`src/core/ucf_pkg.sv`:
```
// package of constants and carrier types for the usb channel fifo/uart port
package ucf_pkg;
   // ---------------------------------------------------------------
   // timing
   // ---------------------------------------------------------------
   localparam int CLK_PERIOD_NS      = 10;
   localparam int RX_FLAG_HOLD_NS    = 80;
   localparam int RX_FLAG_HOLD_CYC   = (RX_FLAG_HOLD_NS + CLK_PERIOD_NS - 1) / CLK_PERIOD_NS;
   localparam int RD_PULSE_MIN_NS    = 50;
   localparam int RD_PRECHARGE_NS    = 50;
   // ---------------------------------------------------------------
   // sizes and reset values
   // ---------------------------------------------------------------
   localparam int DATA_W             = 8;
   localparam int FIFO_DEPTH         = 4;
   localparam int SYNC_STAGES        = 2;
   localparam logic RST_STROBE_LEVEL = 1'b1;
   localparam logic [DATA_W-1:0] RST_BYTE = 8'h00;

   // channel modes
   typedef enum logic {
      UCF_MODE_SERIAL,
      UCF_MODE_FIFO
   } ucf_mode_t;

   // asynchronous strobes from the far side, all active low
   typedef struct packed {
      logic rd_n;
      logic wr_n;
      logic send_now_wake_n;
   } ucf_strobe_t;

   // modem inputs (active low except rx data)
   typedef struct packed {
      logic rxd;
      logic cts_n;
      logic dsr_n;
      logic dcd_n;
      logic ri_n;
   } ucf_modem_in_t;

   // modem outputs toward the pins
   typedef struct packed {
      logic txd;
      logic rts_n;
      logic dtr_n;
   } ucf_modem_out_t;

   // usb-side requests generated by this port
   typedef struct packed {
      logic resume_req;
      logic flush_req;
   } ucf_usb_req_t;
endpackage : ucf_pkg

```
`src/core/ucf_port.sv`:
```
// one channel of the usb bridge: fifo pin port and serial modem pins
//
// Operation
// RULE1: receive-available flag high while receive buffer empty, low when a byte waits.
// RULE2: transmit-space flag high when transmit buffer full, low when a write fits.
// RULE3: drive current receive byte on the bus only while read strobe is low.
// RULE4: rising read strobe consumes presented byte and advances to the next one.
// RULE5: falling write strobe captures the bus byte into the transmit buffer.
// RULE6: far side reads only when data flagged and writes only when space flagged.
// RULE7: suspended with wakeup enabled, low send-now pulse requests usb resume.
// RULE8: not suspended, low send-now pulse flushes buffered transmit data next bulk-in.
// RULE9: serial mode with wakeup enabled, low ring indicator requests resume.
// RULE10: serial mode drives txd, rts, dtr and samples rxd, cts, dsr, dcd, ri.
// RULE11: far side holds read strobe low at least 50 ns.
// RULE12: far side keeps read strobe high at least 50 ns plus flag hold.
// RULE13: after each read keep receive-available flag high at least 80 ns.
// RULE14: during reset the fifo status flags are not driven.
// RULE15: strobes are synchronised so each edge acts exactly once.
`timescale 1ns/1ps
module ucf_port
   import ucf_pkg::*;
#(
   parameter int DEPTH     = FIFO_DEPTH,
   parameter int HOLD_CYC  = RX_FLAG_HOLD_CYC
) (
   // clock and reset
   input  wire logic                mclk,
   input  wire logic                sys_rst,
   // configuration
   input  wire logic                mode_fifo,
   input  wire logic                wakeup_en,
   input  wire logic                suspend_indicator_n,
   // fifo strobes from the far side
   input  wire ucf_strobe_t         strobe_in,
   // fifo data bus pins
   input  wire logic [DATA_W-1:0]   fifo_bus_in,
   output logic [DATA_W-1:0]        fifo_bus_out,
   output logic                     fifo_bus_oe,
   // fifo status flag pins
   output logic                     rx_avail_n,
   output logic                     rx_avail_oe,
   output logic                     tx_space_n,
   output logic                     tx_space_oe,
   // serial modem pins
   input  wire ucf_modem_in_t       modem_in,
   output ucf_modem_out_t           modem_out,
   output ucf_modem_in_t            modem_seen,
   // serial engine side (framing lives elsewhere)
   input  wire ucf_modem_out_t      serial_drive,
   // usb side: receive data in, transmit data out
   input  wire logic                usb_rx_valid,
   input  wire logic [DATA_W-1:0]   usb_rx_data,
   output logic                     usb_rx_ready,
   output logic                     usb_tx_valid,
   output logic [DATA_W-1:0]        usb_tx_data,
   input  wire logic                usb_tx_ready,
   output ucf_usb_req_t             usb_req
);
   initial begin
      if (HOLD_CYC < 1) $error("ucf_port flag hold must be at least one cycle");
   end

   // ---------------------------------------------------------------
   // strobe and ring indicator synchronisers
   // ---------------------------------------------------------------
   logic rd_lvl, rd_fall, rd_rise;
   logic wr_lvl, wr_fall, wr_rise;
   logic sn_lvl, sn_fall, sn_rise;
   logic ri_lvl, ri_fall, ri_rise;

   ucf_sync u_sync_rd (                          // RULE15
      .mclk     (mclk),
      .sys_rst  (sys_rst),
      .async_in (strobe_in.rd_n),
      .level_q  (rd_lvl),
      .fall_q   (rd_fall),
      .rise_q   (rd_rise)
   );

   ucf_sync u_sync_wr (                          // RULE15
      .mclk     (mclk),
      .sys_rst  (sys_rst),
      .async_in (strobe_in.wr_n),
      .level_q  (wr_lvl),
      .fall_q   (wr_fall),
      .rise_q   ()
   );

   ucf_sync u_sync_sn (                          // RULE15
      .mclk     (mclk),
      .sys_rst  (sys_rst),
      .async_in (strobe_in.send_now_wake_n),
      .level_q  (sn_lvl),
      .fall_q   (sn_fall),
      .rise_q   ()
   );

   ucf_sync u_sync_ri (
      .mclk     (mclk),
      .sys_rst  (sys_rst),
      .async_in (modem_in.ri_n),
      .level_q  (ri_lvl),
      .fall_q   (ri_fall),
      .rise_q   (ri_rise)
   );

   // ---------------------------------------------------------------
   // buffers toward and from usb
   // ---------------------------------------------------------------
   logic              rxb_valid;
   logic [DATA_W-1:0] rxb_data;
   logic              rxb_pop;
   logic              txb_ready;
   logic              txb_push;

   ucf_fifo #(.WIDTH(DATA_W), .DEPTH(DEPTH)) u_rx_buf (
      .mclk      (mclk),
      .sys_rst   (sys_rst),
      .in_valid  (usb_rx_valid),
      .in_data   (usb_rx_data),
      .in_ready  (usb_rx_ready),
      .out_valid (rxb_valid),
      .out_data  (rxb_data),
      .out_ready (rxb_pop)
   );

   logic              txf_valid;
   logic [DATA_W-1:0] txf_data;

   ucf_fifo #(.WIDTH(DATA_W), .DEPTH(DEPTH)) u_tx_buf (
      .mclk      (mclk),
      .sys_rst   (sys_rst),
      .in_valid  (txb_push),
      .in_data   (fifo_bus_in),
      .in_ready  (txb_ready),
      .out_valid (txf_valid),
      .out_data  (txf_data),
      .out_ready (usb_tx_ready)
   );

   assign usb_tx_valid = txf_valid;
   assign usb_tx_data  = txf_data;

   // ---------------------------------------------------------------
   // read side state machine
   // ---------------------------------------------------------------
   typedef enum logic [1:0] {
      RD_IDLE,
      RD_ACTIVE,
      RD_HOLD
   } ucf_rd_state_t;

   ucf_rd_state_t     rd_state_q;
   ucf_rd_state_t     rd_state_d;
   logic [7:0]        hold_cnt_q;
   logic [7:0]        hold_cnt_d;
   logic              in_fifo;

   assign in_fifo = (mode_fifo == 1'b1);
   // the byte is taken off the buffer only at the end of the read cycle
   assign rxb_pop = in_fifo && (rd_state_q == RD_ACTIVE) && rd_rise && rxb_valid; // RULE4
   // a write with no space is dropped; the far side should not issue it
   assign txb_push = in_fifo && wr_fall && txb_ready;                           // RULE5 RULE6

   // next-state logic for read cycles and the post-read flag hold
   always_comb begin
      rd_state_d = rd_state_q;
      hold_cnt_d = hold_cnt_q;
      case (rd_state_q)
         RD_IDLE: begin
            if (in_fifo && rd_fall) rd_state_d = RD_ACTIVE;
         end
         RD_ACTIVE: begin
            if (rd_rise) begin
               rd_state_d = RD_HOLD;                                            // RULE13
               hold_cnt_d = 8'(HOLD_CYC);
            end
         end
         RD_HOLD: begin
            if (hold_cnt_q > 8'h01) hold_cnt_d = hold_cnt_q - 8'h01;
            else begin
               hold_cnt_d = 8'h00;
               rd_state_d = RD_IDLE;
            end
         end
         default: rd_state_d = RD_IDLE;
      endcase
   end

   always_ff @(posedge mclk) begin
      if (sys_rst) begin
         rd_state_q <= RD_IDLE;
         hold_cnt_q <= 8'h00;
      end else begin
         rd_state_q <= rd_state_d;
         hold_cnt_q <= hold_cnt_d;
      end
   end

   // ---------------------------------------------------------------
   // fifo pin outputs
   // ---------------------------------------------------------------
   wire rx_flag_d = ~(rxb_valid && (rd_state_d != RD_HOLD));                    // RULE1 RULE13
   wire tx_flag_d = ~txb_ready;                                                 // RULE2
   wire bus_oe_d  = in_fifo && (rd_state_d == RD_ACTIVE) && ~rd_lvl;            // RULE3

   // flags float in reset and in serial mode where these pins carry modem lines
   always_ff @(posedge mclk) begin
      if (sys_rst) begin
         rx_avail_n   <= 1'b1;
         rx_avail_oe  <= 1'b0;                                                  // RULE14
         tx_space_n   <= 1'b1;
         tx_space_oe  <= 1'b0;                                                  // RULE14
         fifo_bus_oe  <= 1'b0;
         fifo_bus_out <= RST_BYTE;
      end else begin
         rx_avail_n   <= rx_flag_d;
         rx_avail_oe  <= in_fifo;
         tx_space_n   <= tx_flag_d;
         tx_space_oe  <= in_fifo;
         fifo_bus_oe  <= bus_oe_d;                                              // RULE3
         fifo_bus_out <= rxb_data;
      end
   end

   // ---------------------------------------------------------------
   // serial mode pins and usb requests
   // ---------------------------------------------------------------
   // the indicator reads 1 while usb is suspended, despite its active-low style name
   wire suspended  = suspend_indicator_n;
   wire sn_wake    = sn_fall && suspended && wakeup_en;                         // RULE7
   wire sn_flush   = sn_fall && ~suspended;                                     // RULE8
   wire ri_wake    = ~in_fifo && wakeup_en && suspended && ~ri_lvl;             // RULE9

   // modem outputs idle high; inputs are registered for the serial engine
   always_ff @(posedge mclk) begin
      if (sys_rst) begin
         modem_out  <= '1;
         modem_seen <= '1;
         usb_req    <= '0;
      end else begin
         modem_out  <= in_fifo ? '1 : serial_drive;                             // RULE10
         modem_seen <= in_fifo ? '1 : modem_in;                                 // RULE10
         usb_req.resume_req <= sn_wake | ri_wake;
         usb_req.flush_req  <= sn_flush;
      end
   end
endmodule : ucf_port

```
`src/core/ucf_sync.sv`:
```
// two-flop synchroniser with registered falling and rising edge pulses
`timescale 1ns/1ps
module ucf_sync
   import ucf_pkg::*;
#(
   parameter int STAGES = SYNC_STAGES
) (
   // clock and reset
   input  wire logic mclk,
   input  wire logic sys_rst,
   // asynchronous input
   input  wire logic async_in,
   // synchronised outputs
   output logic      level_q,
   output logic      fall_q,
   output logic      rise_q
);
   initial begin
      if (STAGES < 2) $error("ucf_sync needs at least two stages");
   end

   logic [STAGES-1:0] chain_q;
   logic              prev_q;

   // chain resets high since strobes idle high; only the last stage is looked at
   always_ff @(posedge mclk) begin
      if (sys_rst) begin
         chain_q <= {STAGES{RST_STROBE_LEVEL}};
         prev_q  <= RST_STROBE_LEVEL;
         fall_q  <= 1'b0;
         rise_q  <= 1'b0;
      end else begin
         chain_q <= {chain_q[STAGES-2:0], async_in};
         prev_q  <= chain_q[STAGES-1];
         fall_q  <= prev_q & ~chain_q[STAGES-1];
         rise_q  <= ~prev_q & chain_q[STAGES-1];
      end
   end

   assign level_q = prev_q;
endmodule : ucf_sync

```
`src/core/ucf_fifo.sv`:
```
// small flip-flop fifo with valid/ready on both sides
`timescale 1ns/1ps
module ucf_fifo
   import ucf_pkg::*;
#(
   parameter int WIDTH = DATA_W,
   parameter int DEPTH = FIFO_DEPTH
) (
   // clock and reset
   input  wire logic             mclk,
   input  wire logic             sys_rst,
   // fill side
   input  wire logic             in_valid,
   input  wire logic [WIDTH-1:0] in_data,
   output logic                  in_ready,
   // drain side
   output logic                  out_valid,
   output logic [WIDTH-1:0]      out_data,
   input  wire logic             out_ready
);
   initial begin
      if (DEPTH < 2 || (DEPTH & (DEPTH - 1)) != 0) $error("ucf_fifo depth must be a power of two >= 2");
   end

   localparam int AW = $clog2(DEPTH);

   logic [WIDTH-1:0] mem_q [DEPTH];
   logic [AW-1:0]    wp_q;
   logic [AW-1:0]    rp_q;
   logic [AW:0]      cnt_q;
   wire              push = in_valid & in_ready;
   wire              pop  = out_valid & out_ready;

   // status straight from the occupancy count
   assign in_ready  = (cnt_q < (AW+1)'(DEPTH));
   assign out_valid = (cnt_q != '0);
   assign out_data  = mem_q[rp_q];

   // pointers and count
   always_ff @(posedge mclk) begin
      if (sys_rst) begin
         wp_q  <= '0;
         rp_q  <= '0;
         cnt_q <= '0;
      end else begin
         if (push) wp_q <= wp_q + 1'b1;
         if (pop)  rp_q <= rp_q + 1'b1;
         cnt_q <= cnt_q + (AW+1)'(push) - (AW+1)'(pop);
      end
   end

   // storage has no reset; only written slots are ever read
   always_ff @(posedge mclk) begin
      if (push) mem_q[wp_q] <= in_data;
   end
endmodule : ucf_fifo

```
`config.mk`:
```
export PLATFORM = sky130hd
export DESIGN_NAME = ucf_port
export DESIGN_NICKNAME = d
export VERILOG_FILES = /design/src/core/ucf_pkg.sv /design/src/core/ucf_port.sv /design/src/core/ucf_sync.sv /design/src/core/ucf_fifo.sv
export SDC_FILE = /design/constraint.sdc
export NUM_CORES = 1
export LEC_CHECK = 0
export BUFFER_PORTS_ARGS = -buffer_cell sky130_fd_sc_hd__buf_2
export CORE_MARGIN = 4
export CORE_UTILIZATION = 25
export DETAILED_ROUTE_END_ITERATION = 10
export PLACE_DENSITY = 0.42
export SLEW_MARGIN = 5
export SYNTH_ARGS = -nofsm -noshare
export SYNTH_HDL_FRONTEND = slang
export SYNTH_SLANG_ARGS = --single-unit
export TNS_END_PERCENT = 5
```
`constraint.sdc`:
```
create_clock -name mclk -period 2.4 [get_ports mclk]
set_clock_uncertainty 0.1 [all_clocks]
set_input_delay 0.12 -clock mclk [delete_from_list [all_inputs] [get_ports mclk]]
set_output_delay 0.12 -clock mclk [all_outputs]
set_load 0.03 [all_outputs]
```
==> results.ini, run 1 <==
[logic_synthesis]
ys_seq_elements = 128
syn_inst = 325
postSynth.topFlopCell = sky130_fd_sc_hd__edfxtp_1
synth_area_um2 = 4730
synth.yosys.seq_area_share_pct = 67.7
synth_cell_types = 40
async_reset_ff_share_pct = 0
synth.avg_cell_area_um2 = 14.6
total_nets_after_synthesis = 375
number_of_enable_flip_flop_cells_after_synthesis = 64
ys_warn_count = 0

[cts]
ctsHtreeMaxLevel = 4
cts.sink_count = 128
clockRootBuffer = sky130_fd_sc_hd__clkbuf_16
cts.repair_timing.setup_buffer_count = 0
path_clk_slew_ns = 0.06
cts_buffer_depth = 2
cts_tree = done
worst_skew_pair.late_latency_ns = 0.41
cts_inserted_buffers = 17

[power_and_ir_drop]
pwr_density_cell_nw_per_um2 = 966
power.leakage_nw = 2.36
total_power_w = 0.00606
ir_drop_uv = 517

[timing]
period_share_pct = 95.6
min_period_ns = 2.29
slew_viol_final = 0
tightest_slew_ns = 0.620
setup_slack_ns = 0.106
setup_tns_ns = 0
timing.final.setup_violations = 0
achievable-frequency_mhz = 436
slew_headroom_pct = 58.6
finalHoldViolations = 0
setup_repair_after_global_routing_missed_its_margin = no

[final_layout]
final_cells = 681
layout.nets = 484
layout_commonest_cell = sky130_fd_sc_hd__buf_2
final_cell_mix = sky130_fd_sc_hd__buf_2 (66), sky130_fd_sc_hd__edfxtp_1 (64), sky130_fd_sc_hd__dfxtp_1 (63), sky130_fd_sc_hd__dlygate4sd3_1 (30), sky130_fd_sc_hd__nor2_1 (27)
final_core_util_pct = 33.7
final_layout_size_suffix_gt1_share_pct = 33.8
area_growth_syn_to_layout_pct = 32.7
insertedDiodeCount = 0

[drt]
remaining_drc_errors = 0
drt-total-wl_um = 9200
drt-initial-drc-count = 71
detailedRoute.firstPassIterationCount = 4
vias_per_cell = 4.04
final_antenna_net_count = 0
detail_route.wl_per_cell_um = 13.5
dr_total_vias = 2748

[place]
detailed_place_hpwl_um = 5950
dpl.cell_count = 619
place.gp.congestion = 0.695
post-place-ws_ns = 0.0272
port_buffers = 66

[critical_path]
worst-path-max-fanout = 2
timing.critical_path.from_type = flop
ff2ff_setup_slack_ns = 0.11
worstReg2RegEnd = u_rx_buf.cnt_q[2]$_SDFF_PP0_
reg2regPathDepth = 10
crit_path_cell_trace = or3_4 -> and3_4 -> ha_4 -> inv_2 -> ha_4 -> inv_2 -> fa_2 -> xnor2_2 -> xnor2_1 -> nor2_1
slowest_delay_ns = 0.38
critical_path.reg2reg.startpoint = u_rx_buf.cnt_q[2]$_SDFF_PP0_
cp_data_arrival_time_ns = 2.48
crit_path_end_kind = flop
timing.setup.critical_path_class = reg -> reg
worstPathRequired_ns = 2.58
cp_slowest_cell = sky130_fd_sc_hd__or3_4

[global_routing]
antenna_violations_before_repair = 0
track_usage_pct = 9.18
grt_first_pass_wirelength_um = 15200
first_global_vias = 2997
globalRoute.totalOverflow = 0
grt_max_degree = 41

[run]
maxCapViolations = 0

[die]
top_level_ports = 67
floorplan.die_area_um2 = 21200
floorplan.die.width_um = 146
rows = 50
core_region_area_um2 = 18600
floorplan.initialDensity_pct = 25.4
die_h_um = 146

[min_path]
worstHoldPathCells = 3
holdCritStartpoint = mode_fifo
min_to = modem_seen[0]$_SDFF_PP1_
path_category_of_the_worst_min_delay_check = in -> reg

[outcome]
run_status = complete, no violations

-- worst max path at each step --
| stage | start | slack (ns) | endpoint |
|---|---|---|---|
| 2_1_floorplan | u_rx_buf.cnt_q[1]$_SDFF_PP0_ | 0.08 | u_rx_buf.cnt_q[2]$_SDFF_PP0_ |
| 3_3_place_gp | u_rx_buf.cnt_q[2]$_SDFF_PP0_ | 0.06 | u_rx_buf.cnt_q[2]$_SDFF_PP0_ |
| 3_5_place_dp | u_rx_buf.cnt_q[2]$_SDFF_PP0_ | 0.03 | u_rx_buf.cnt_q[2]$_SDFF_PP0_ |
| 4_1_cts | u_rx_buf.cnt_q[2]$_SDFF_PP0_ | 0.006 | u_rx_buf.cnt_q[2]$_SDFF_PP0_ |
| 5_1_grt | u_rx_buf.cnt_q[2]$_SDFF_PP0_ | 0.01 | u_rx_buf.cnt_q[2]$_SDFF_PP0_ |
| 6_report | u_rx_buf.cnt_q[2]$_SDFF_PP0_ | 0.11 | u_rx_buf.cnt_q[2]$_SDFF_PP0_ |
-- stage by stage --
| stage | instance area, µm² | hold WS [ns] |
|---|---|---|
| floorplan | 4730 | 0.0961 |
| global placement | 5360 | 0.200 |
| detailed placement | 5360 | 0.202 |
| CTS | 6230 | 0.0762 |
| global route | 6280 | 0.0893 |
| finish | 6280 | 0.0881 |
-- report_power, final --
group          switching [W]  leakage (nW)  internal, W
Sequential          0.000122          1.11      0.00249
Clock                0.00104         0.272      0.00146
Combinational       0.000518         0.984     0.000445
Total                0.00168          2.36      0.00439
-- cell type report --
type / instances / area, µm²
Clock inverter: 15 / 149
Inverter: 17 / 63.8
Timing Repair Buffer: 105 / 698
Tap cell: 234 / 293
Multi-Input combinational cell: 165 / 1450
Sequential cell: 128 / 3200
Fill cell: 1863 / 12400
Clock buffer: 17 / 425
-- worst max-delay path: cells and delay by family, from the launching register on --
family                   cells  cell delay [ns]
XOR/XNOR                     2             0.31
adder cells (fa/ha/maj)      3             0.72
buffers and inverters        2             0.09
flip-flops                   1             0.32
AND/OR/NAND/NOR              3             0.63
-- sequential cells by signal, summed over array words and instances (netlist names), 3 cells and up, named ones only --
name            flops
u_rx_buf.mem_q     32
hold_cnt_q          8
modem_out           3
u_tx_buf.cnt_q      3
u_rx_buf.cnt_q      3
u_tx_buf.mem_q     32
modem_seen          5
fifo_bus_out        8
-- metal layers --
layer,track usage (%),vias up,wire length [µm]
met4,4.04,0,151
met3,3.15,12,292
met1,10.8,1328,4160
li1,-,1367,-
met5,0,-,0
met2,15.3,41,4600
-- cell families (layout without fill, tap and decap cells) --
family	Yosys count	in the layout	share of synthesized area [%]
adder cells (fa/ha/maj)	16	16	4.55
XOR/XNOR	11	11	2.04
flip-flops	128	128	67.7
AND/OR/NAND/NOR	102	102	12.3
AO/OA/AOI/OAI	20	20	3.09
multiplexers	16	16	7.62
buffers and inverters	32	154	2.70
-- synth_stat cells (all sizes together), types with 2 or more instances --
| cell type | number | area share, % |
|---|---|---|
| clkbuf | 10 | 0.79 |
| buf | 5 | 0.56 |
| a31oi | 4 | 0.85 |
| nor3b | 3 | 0.48 |
| nor3 | 6 | 0.74 |
| nand2b | 6 | 0.79 |
| fa | 2 | 0.85 |
| inv | 17 | 1.3 |
| ha | 14 | 3.7 |
| nand3b | 2 | 0.32 |
| edfxtp | 64 | 41 |
| or2 | 14 | 1.9 |
| xor2 | 2 | 0.37 |
| nor2 | 27 | 2.1 |
| dfxtp | 64 | 27 |
| a21oi | 8 | 0.85 |
| xnor2 | 9 | 1.7 |
| and3b | 2 | 0.37 |
| mux4 | 16 | 7.6 |
| nor2b | 13 | 1.7 |
| and2 | 8 | 1.1 |
| or3 | 11 | 1.5 |
| nand2 | 5 | 0.40 |
-- repair_timing --
action	CTS	global route
resized for setup	0	10
hold buffers	30	0
hold endpoints to repair	84	0
endpoints found under the setup margin	0	1
No activity file was read; power rests on OpenSTA's default activity.
==> run 2, diff against run 1 <==
Settings changed: CORE_MARGIN 4 to 5.
==> run 2 against run 1 <==
Compared with the run above:
- sequential cell count is the same
- via count up 0.62%
- global-route usage hardly changed
- die area increased by 2.8%
- count of clock-buffer cells in the layout up 1
- largest cell class unchanged
==> results.ini, run 2 (synthesis gave the netlist of run 1 again) <==
[critical_path]
worstReg2RegEnd = u_rx_buf.cnt_q[2]$_SDFF_PP0_
crit_path_end_kind = flop
worst-path-max-fanout = 2  ; unchanged
critical_path.reg2reg.startpoint = u_rx_buf.cnt_q[2]$_SDFF_PP0_
timing.setup.critical_path_class = reg -> reg
ff2ff_setup_slack_ns = 0.08  ; -0.02 ns
cp_data_arrival_time_ns = 2.50  ; +0.02 ns
worstPathRequired_ns = 2.58  ; about the same
reg2regPathDepth = 10  ; unchanged
timing.critical_path.from_type = flop

[final_layout]
top_regs = u_rx_buf.mem_q: 32 flops, u_tx_buf.mem_q: 32 flops
insertedDiodeCount = 0  ; unchanged
layout.nets = 484  ; unchanged
area_growth_syn_to_layout_pct = 33.2
final_layout_size_suffix_gt1_share_pct = 33.3  ; -0.45 points
final_cell_mix = sky130_fd_sc_hd__buf_2 (66), sky130_fd_sc_hd__edfxtp_1 (64), sky130_fd_sc_hd__dfxtp_1 (63), sky130_fd_sc_hd__dlygate4sd3_1 (30), sky130_fd_sc_hd__nor2_1 (27)
layout_commonest_cell = sky130_fd_sc_hd__buf_2

[global_routing]
grt_max_degree = 31  ; -24%
first_global_vias = 3037  ; +1.3%
grt_first_pass_wirelength_um = 15300  ; +1.3%
antenna_violations_before_repair = 0  ; unchanged
globalRoute.totalOverflow = 0  ; unchanged
track_usage_pct = 9.15  ; -0.031 points

[drt]
route.met2.wl_um = 4750  ; +3.2%
detail_route.wl_per_cell_um = 13.7  ; +1.6%
dr_total_vias = 2765  ; +0.62%
final_antenna_net_count = 0  ; unchanged
drt-total-wl_um = 9350  ; +1.6%
met3RoutedLength_um = 369  ; +26%
vias_per_cell = 4.06  ; +0.62%
remaining_drc_errors = 0  ; unchanged
topRoutingLayerUsed = met4
detailedRoute.firstPassIterationCount = 5  ; +1
wirelength_met1_um = 4120  ; -0.79%
drt-initial-drc-count = 93  ; +31%

[power_and_ir_drop]
ir_drop_uv = 478  ; -7.4%
pwr_density_cell_nw_per_um2 = 987  ; +2.1%
total_power_w = 0.00622  ; +2.5%
power.leakage_nw = 2.38  ; +0.83%

[cts]
cts_inserted_buffers = 17  ; unchanged
path_clk_slew_ns = 0.06  ; about the same
cts.sink_count = 128  ; unchanged
ctsHtreeMaxLevel = 4  ; unchanged
clockRootBuffer = sky130_fd_sc_hd__clkbuf_16
cts_buffer_depth = 2  ; unchanged
cts_tree = done
worst_skew_pair.late_latency_ns = 0.40  ; about the same

[die]
floorplan.die.width_um = 148  ; +1.4%
die_h_um = 148  ; +1.4%
core_region_area_um2 = 18600  ; unchanged
floorplan.initialDensity_pct = 25.4  ; unchanged
floorplan.die_area_um2 = 21800  ; +2.8%
top_level_ports = 67  ; unchanged
rows = 50  ; unchanged

[run]
maxCapViolations = 0  ; unchanged

[timing]
slew_viol_final = 0  ; unchanged
setup_tns_ns = 0  ; unchanged
setup_slack_ns = 0.0847  ; -0.0211 ns
timing.final.setup_violations = 0  ; unchanged
period_share_pct = 96.5  ; +0.88 points
slew_headroom_pct = 63.0  ; +4.4 points
achievable-frequency_mhz = 432  ; -0.91%
finalHoldViolations = 0  ; unchanged
min_period_ns = 2.32  ; +0.0211 ns
tightest_slew_ns = 0.555  ; -0.0652 ns

[min_path]
worstHoldPathCells = 4  ; +1
min_to = usb_req[1]$_SDFF_PP0_
holdCritStartpoint = mode_fifo
path_category_of_the_worst_min_delay_check = in -> reg

[place]
port_buffers = 66  ; unchanged
post-place-ws_ns = 0.0119  ; -0.0153 ns
detailed_place_hpwl_um = 6020  ; +1.2%
place.gp.congestion = 0.682  ; -2.0%

[outcome]
run_status = complete, no violations

[run 2: cell types whose count changed in the layout (fill, tap and decap cells not counted), sizes merged]
cell,previous run,this run
clkbuf,17,18
inv,25,24
clkinv,2,3
bufinv,1,3
clkinvlp,4,1
[run 2: cell type report]
| type | instances | area, µm² |
|---|---|---|
| sequential | 128 | 3200 |
| clock buffer | 18 | 429 |
| multi-input combinational | 165 | 1440 |
| fill | 1858 | 12300 |
| timing repair buffer | 105 | 698 |
| clock inverter | 14 | 176 |
| inverter | 17 | 63.8 |
| tap | 234 | 293 |
[run 2: routing by layer]
metal	global-route usage, %	vias to the layer above
li1	-	1371
met1	10.9	1340
met2	15.2	46
met3	3.28	8
met4	3.40	0
met5	0	-
[run 2: critical path, cell delays in order, from the launching register on]
cell	delay, ns
sky130_fd_sc_hd__dfxtp_2	0.32
sky130_fd_sc_hd__or3_4	0.37
sky130_fd_sc_hd__and3_4	0.20
sky130_fd_sc_hd__ha_4	0.23
sky130_fd_sc_hd__inv_2	0.04
sky130_fd_sc_hd__ha_2	0.16
sky130_fd_sc_hd__inv_2	0.04
sky130_fd_sc_hd__fa_2	0.36
sky130_fd_sc_hd__xnor2_2	0.17
sky130_fd_sc_hd__xnor2_1	0.13
sky130_fd_sc_hd__nor2_1	0.05
[run 2: report_power, final]
group	switching (W)	total (W)	internal, W
Combinational	0.000520	0.000963	0.000443
Clock	0.000995	0.00265	0.00165
Sequential	0.000116	0.00260	0.00249
[run 2: worst max path at each step]
stage                                 startpoint                           end  slack, ns
floorplan           u_rx_buf.cnt_q[1]$_SDFF_PP0_  u_rx_buf.cnt_q[2]$_SDFF_PP0_       0.08
global placement    u_rx_buf.cnt_q[2]$_SDFF_PP0_  u_rx_buf.cnt_q[2]$_SDFF_PP0_       0.06
detailed placement  u_rx_buf.cnt_q[2]$_SDFF_PP0_  u_rx_buf.cnt_q[2]$_SDFF_PP0_       0.01
CTS                 u_rx_buf.cnt_q[2]$_SDFF_PP0_  u_rx_buf.cnt_q[2]$_SDFF_PP0_      0.002
global route        u_rx_buf.cnt_q[2]$_SDFF_PP0_  u_rx_buf.cnt_q[2]$_SDFF_PP0_     -0.006
finish              u_rx_buf.cnt_q[2]$_SDFF_PP0_  u_rx_buf.cnt_q[2]$_SDFF_PP0_       0.08
[run 2: what timing repair did]
item,4_1_cts,5_1_grt
resized for setup,0,9
hold endpoints to repair,78,0
setup buffers,0,1
hold buffers,30,0
setup endpoints to repair,0,1
[run 2: stage by stage]
stage	hold WS, ns	utilization, %	cell area (µm²)	instances
after CTS	0.0352	33.6	6260	680
after global routing	0.0858	33.8	6300	681
after global placement	0.199	28.7	5350	618
final	0.0470	33.8	6300	681
after detailed placement	0.204	28.7	5350	618
after floorplan	0.0961	-	4730	325
==> run 3, diff against run 2 <==
Settings changed: PLACE_DENSITY 0.42 to unset, PLACE_DENSITY_LB_ADDON set to 0.1.
Clock period 2.4 ns to 1.9 ns, I/O delays scaled along.
==> run 3 against run 2 <==
Compared with the run above:
- the flow now finishes with violations (setup timing)
- sequential power grew 25%
- sequential share of layout area decreased by 1.5 points
- setup slack got worse by 0.35 ns
- wire length up 2.3%
- first-iteration DRC count rose by 27%
- via count grew 3.1%
- largest power group is now registers
- highest routed layer unchanged
==> results.ini, run 3 (synthesis gave the netlist of run 1 again) <==
[outcome]
run_status = finished with violations
failed_checks = setup timing

[timing]
slew_viol_final = 0  ; unchanged
timing.final.setup_violations = 3  ; +3
period_share_pct = 114  ; +18 points
tightest_slew_ns = 0.553  ; -0.00192 ns
min_period_ns = 2.17  ; -0.148 ns
finalHoldViolations = 0  ; unchanged
achievable-frequency_mhz = 461  ; +6.8%
setup_repair_after_global_routing_missed_its_margin = yes
setup_slack_ns = -0.268  ; -0.352 ns
slew_headroom_pct = 62.9  ; -0.13 points
fin_worst_hold_slack_ns = 0.0309  ; -0.0161 ns

[cts]
clockRootBuffer = sky130_fd_sc_hd__clkbuf_16
cts.sink_count = 128  ; unchanged
worst_skew_pair.late_latency_ns = 0.41  ; about the same
cts_inserted_buffers = 17  ; unchanged
cts_buffer_depth = 2  ; unchanged
ctsHtreeMaxLevel = 4  ; unchanged
path_clk_slew_ns = 0.06  ; about the same
cts_tree = done

[final_layout]
top_regs = u_rx_buf.mem_q: 32 flops, u_tx_buf.mem_q: 32 flops
final_core_util_pct = 34.9  ; +1.1 points
insertedDiodeCount = 0  ; unchanged
final_cell_mix = sky130_fd_sc_hd__buf_2 (66), sky130_fd_sc_hd__edfxtp_1 (64), sky130_fd_sc_hd__dfxtp_1 (59), sky130_fd_sc_hd__dlygate4sd3_1 (30)
layout.nets = 506  ; +4.5%
final_layout_size_suffix_gt1_share_pct = 38.2  ; +4.8 points
layout_commonest_cell = sky130_fd_sc_hd__buf_2
area.sequential_um2 = 3210  ; +0.23%
n_fill_cell = 1856  ; -0.11%
area_growth_syn_to_layout_pct = 37.5
multi_input_area_um2 = 1450  ; +1.3%

[drt]
vias_per_cell = 4.06  ; -0.12%
final_antenna_net_count = 0  ; unchanged
remaining_drc_errors = 0  ; unchanged
dr_total_vias = 2851  ; +3.1%
detailedRoute.firstPassIterationCount = 4  ; -1
drt-initial-drc-count = 118  ; +27%
drt-total-wl_um = 9570  ; +2.3%
detail_route.wl_per_cell_um = 13.6  ; -0.91%

[critical_path]
worstPathRequired_ns = 2.09  ; -0.49 ns
worst-path-max-fanout = 2  ; unchanged
critical_path.reg2reg.startpoint = u_rx_buf.cnt_q[1]$_SDFF_PP0_
worstReg2RegEnd = u_rx_buf.cnt_q[2]$_SDFF_PP0_
cp_data_arrival_time_ns = 2.36  ; -0.14 ns
reg2regPathDepth = 10  ; unchanged
timing.critical_path.from_type = flop
timing.setup.critical_path_class = reg -> reg
ff2ff_setup_slack_ns = -0.27  ; -0.35 ns
crit_path_end_kind = flop

[global_routing]
antenna_violations_before_repair = 0  ; unchanged
track_usage_pct = 9.69  ; +0.54 points
first_global_vias = 3163  ; +4.1%
globalRoute.totalOverflow = 0  ; unchanged
grt_max_degree = 39  ; +26%
grt_first_pass_wirelength_um = 16400  ; +6.9%

[place]
detailed_place_hpwl_um = 6500  ; +8.1%
port_buffers = 66  ; unchanged
place.gp.congestion = 0.691  ; +1.3%

[power_and_ir_drop]
ir_drop_uv = 594  ; +24%
total_power_w = 0.00777  ; +25%
pwr_density_cell_nw_per_um2 = 1190  ; +21%
power.leakage_nw = 2.49  ; +4.7%

[min_path]
holdCritStartpoint = mode_fifo
path_category_of_the_worst_min_delay_check = in -> reg
min_to = modem_seen[3]$_SDFF_PP1_
worstHoldPathCells = 3  ; -1

[die]
floorplan.die_area_um2 = 21800  ; unchanged
rows = 50  ; unchanged
die_h_um = 148  ; unchanged
floorplan.die.width_um = 148  ; unchanged
top_level_ports = 67  ; unchanged
core_region_area_um2 = 18600  ; unchanged
floorplan.initialDensity_pct = 25.4  ; unchanged

[run]
maxCapViolations = 0  ; unchanged

-- run 3: cell count changes in the layout (fill, tap and decap cells not counted), moves of 2 or more --
cell	delta
sky130_fd_sc_hd__bufinv_16	-2
sky130_fd_sc_hd__clkinv_4	+3
sky130_fd_sc_hd__buf_4	+18
sky130_fd_sc_hd__inv_6	-3
sky130_fd_sc_hd__clkinvlp_4	+2
sky130_fd_sc_hd__dfxtp_1	-4
sky130_fd_sc_hd__buf_12	+3
sky130_fd_sc_hd__dfxtp_2	+3
-- run 3: metrics by stage --
| stage | instances | TNS, ns | cell area [µm²] | worst slack [ns] |
|---|---|---|---|---|
| global route | 703 | -0.945 | 6500 | -0.353 |
| CTS | 702 | -0.611 | 6480 | -0.274 |
| detailed placement | 638 | -0.723 | 5590 | -0.353 |
| floorplan | 325 | -0.625 | 4780 | -0.296 |
| finish | 703 | -0.534 | 6500 | -0.268 |
| global placement | 638 | -0.646 | 5590 | -0.314 |
-- run 3: area by class of cell --
cell class | count | share of cell area (%)
Clock buffer | 18 | 6.75
Clock inverter | 14 | 2.04
Inverter | 17 | 0.981
Multi-Input combinational cell | 165 | 22.4
Sequential cell | 128 | 49.4
Tap cell | 234 | 4.50
Timing Repair Buffer | 127 | 14.0
-- run 3: per-layer routing --
metal	part of all wire, %	GRT usage [%]
met2	49	16.5
met5	0	0
met3	4.6	3.59
met1	45	11.2
met4	1.6	3.63
-- run 3: timing repair --
| item | in CTS | in global routing |
|---|---|---|
| pin swaps | 5 | 4 |
| gates resized for setup | 3 | 4 |
| hold buffers | 30 | 0 |
| setup buffers | 2 | 1 |
| hold endpoints to repair | 79 | 0 |
| endpoints found under the setup margin | 9 | 16 |
-- run 3: worst max-delay path by stage --
stage	slack, ns	from	end	depth (start not counted)
6_report	-0.27	u_rx_buf.cnt_q[1]$_SDFF_PP0_	u_rx_buf.cnt_q[2]$_SDFF_PP0_	10
5_1_grt	-0.35	u_rx_buf.cnt_q[1]$_SDFF_PP0_	u_rx_buf.cnt_q[2]$_SDFF_PP0_	10
4_1_cts	-0.27	u_rx_buf.cnt_q[1]$_SDFF_PP0_	u_rx_buf.cnt_q[2]$_SDFF_PP0_	10
3_5_place_dp	-0.35	u_rx_buf.cnt_q[2]$_SDFF_PP0_	u_rx_buf.cnt_q[2]$_SDFF_PP0_	10
3_3_place_gp	-0.31	u_rx_buf.cnt_q[2]$_SDFF_PP0_	u_rx_buf.cnt_q[2]$_SDFF_PP0_	10
2_1_floorplan	-0.30	u_rx_buf.cnt_q[2]$_SDFF_PP0_	u_rx_buf.cnt_q[2]$_SDFF_PP0_	10
-- run 3: critical path, cell delays in order, from the launching register on --
cell                      delay [ns]
sky130_fd_sc_hd__dfxtp_2        0.32
sky130_fd_sc_hd__or3_4          0.38
sky130_fd_sc_hd__and3_4         0.17
sky130_fd_sc_hd__ha_4           0.21
sky130_fd_sc_hd__inv_2          0.06
sky130_fd_sc_hd__ha_4           0.11
sky130_fd_sc_hd__inv_2          0.03
sky130_fd_sc_hd__fa_2           0.34
sky130_fd_sc_hd__xnor2_2        0.14
sky130_fd_sc_hd__xnor2_1        0.14
sky130_fd_sc_hd__nor2_1         0.05
-- run 3: power breakdown --
group / switching [W] / internal (W)
combinational: 0.000736 / 0.000693
sequential: 0.000107 / 0.00315
clock: 0.00124 / 0.00185
total: 0.00208 / 0.00569
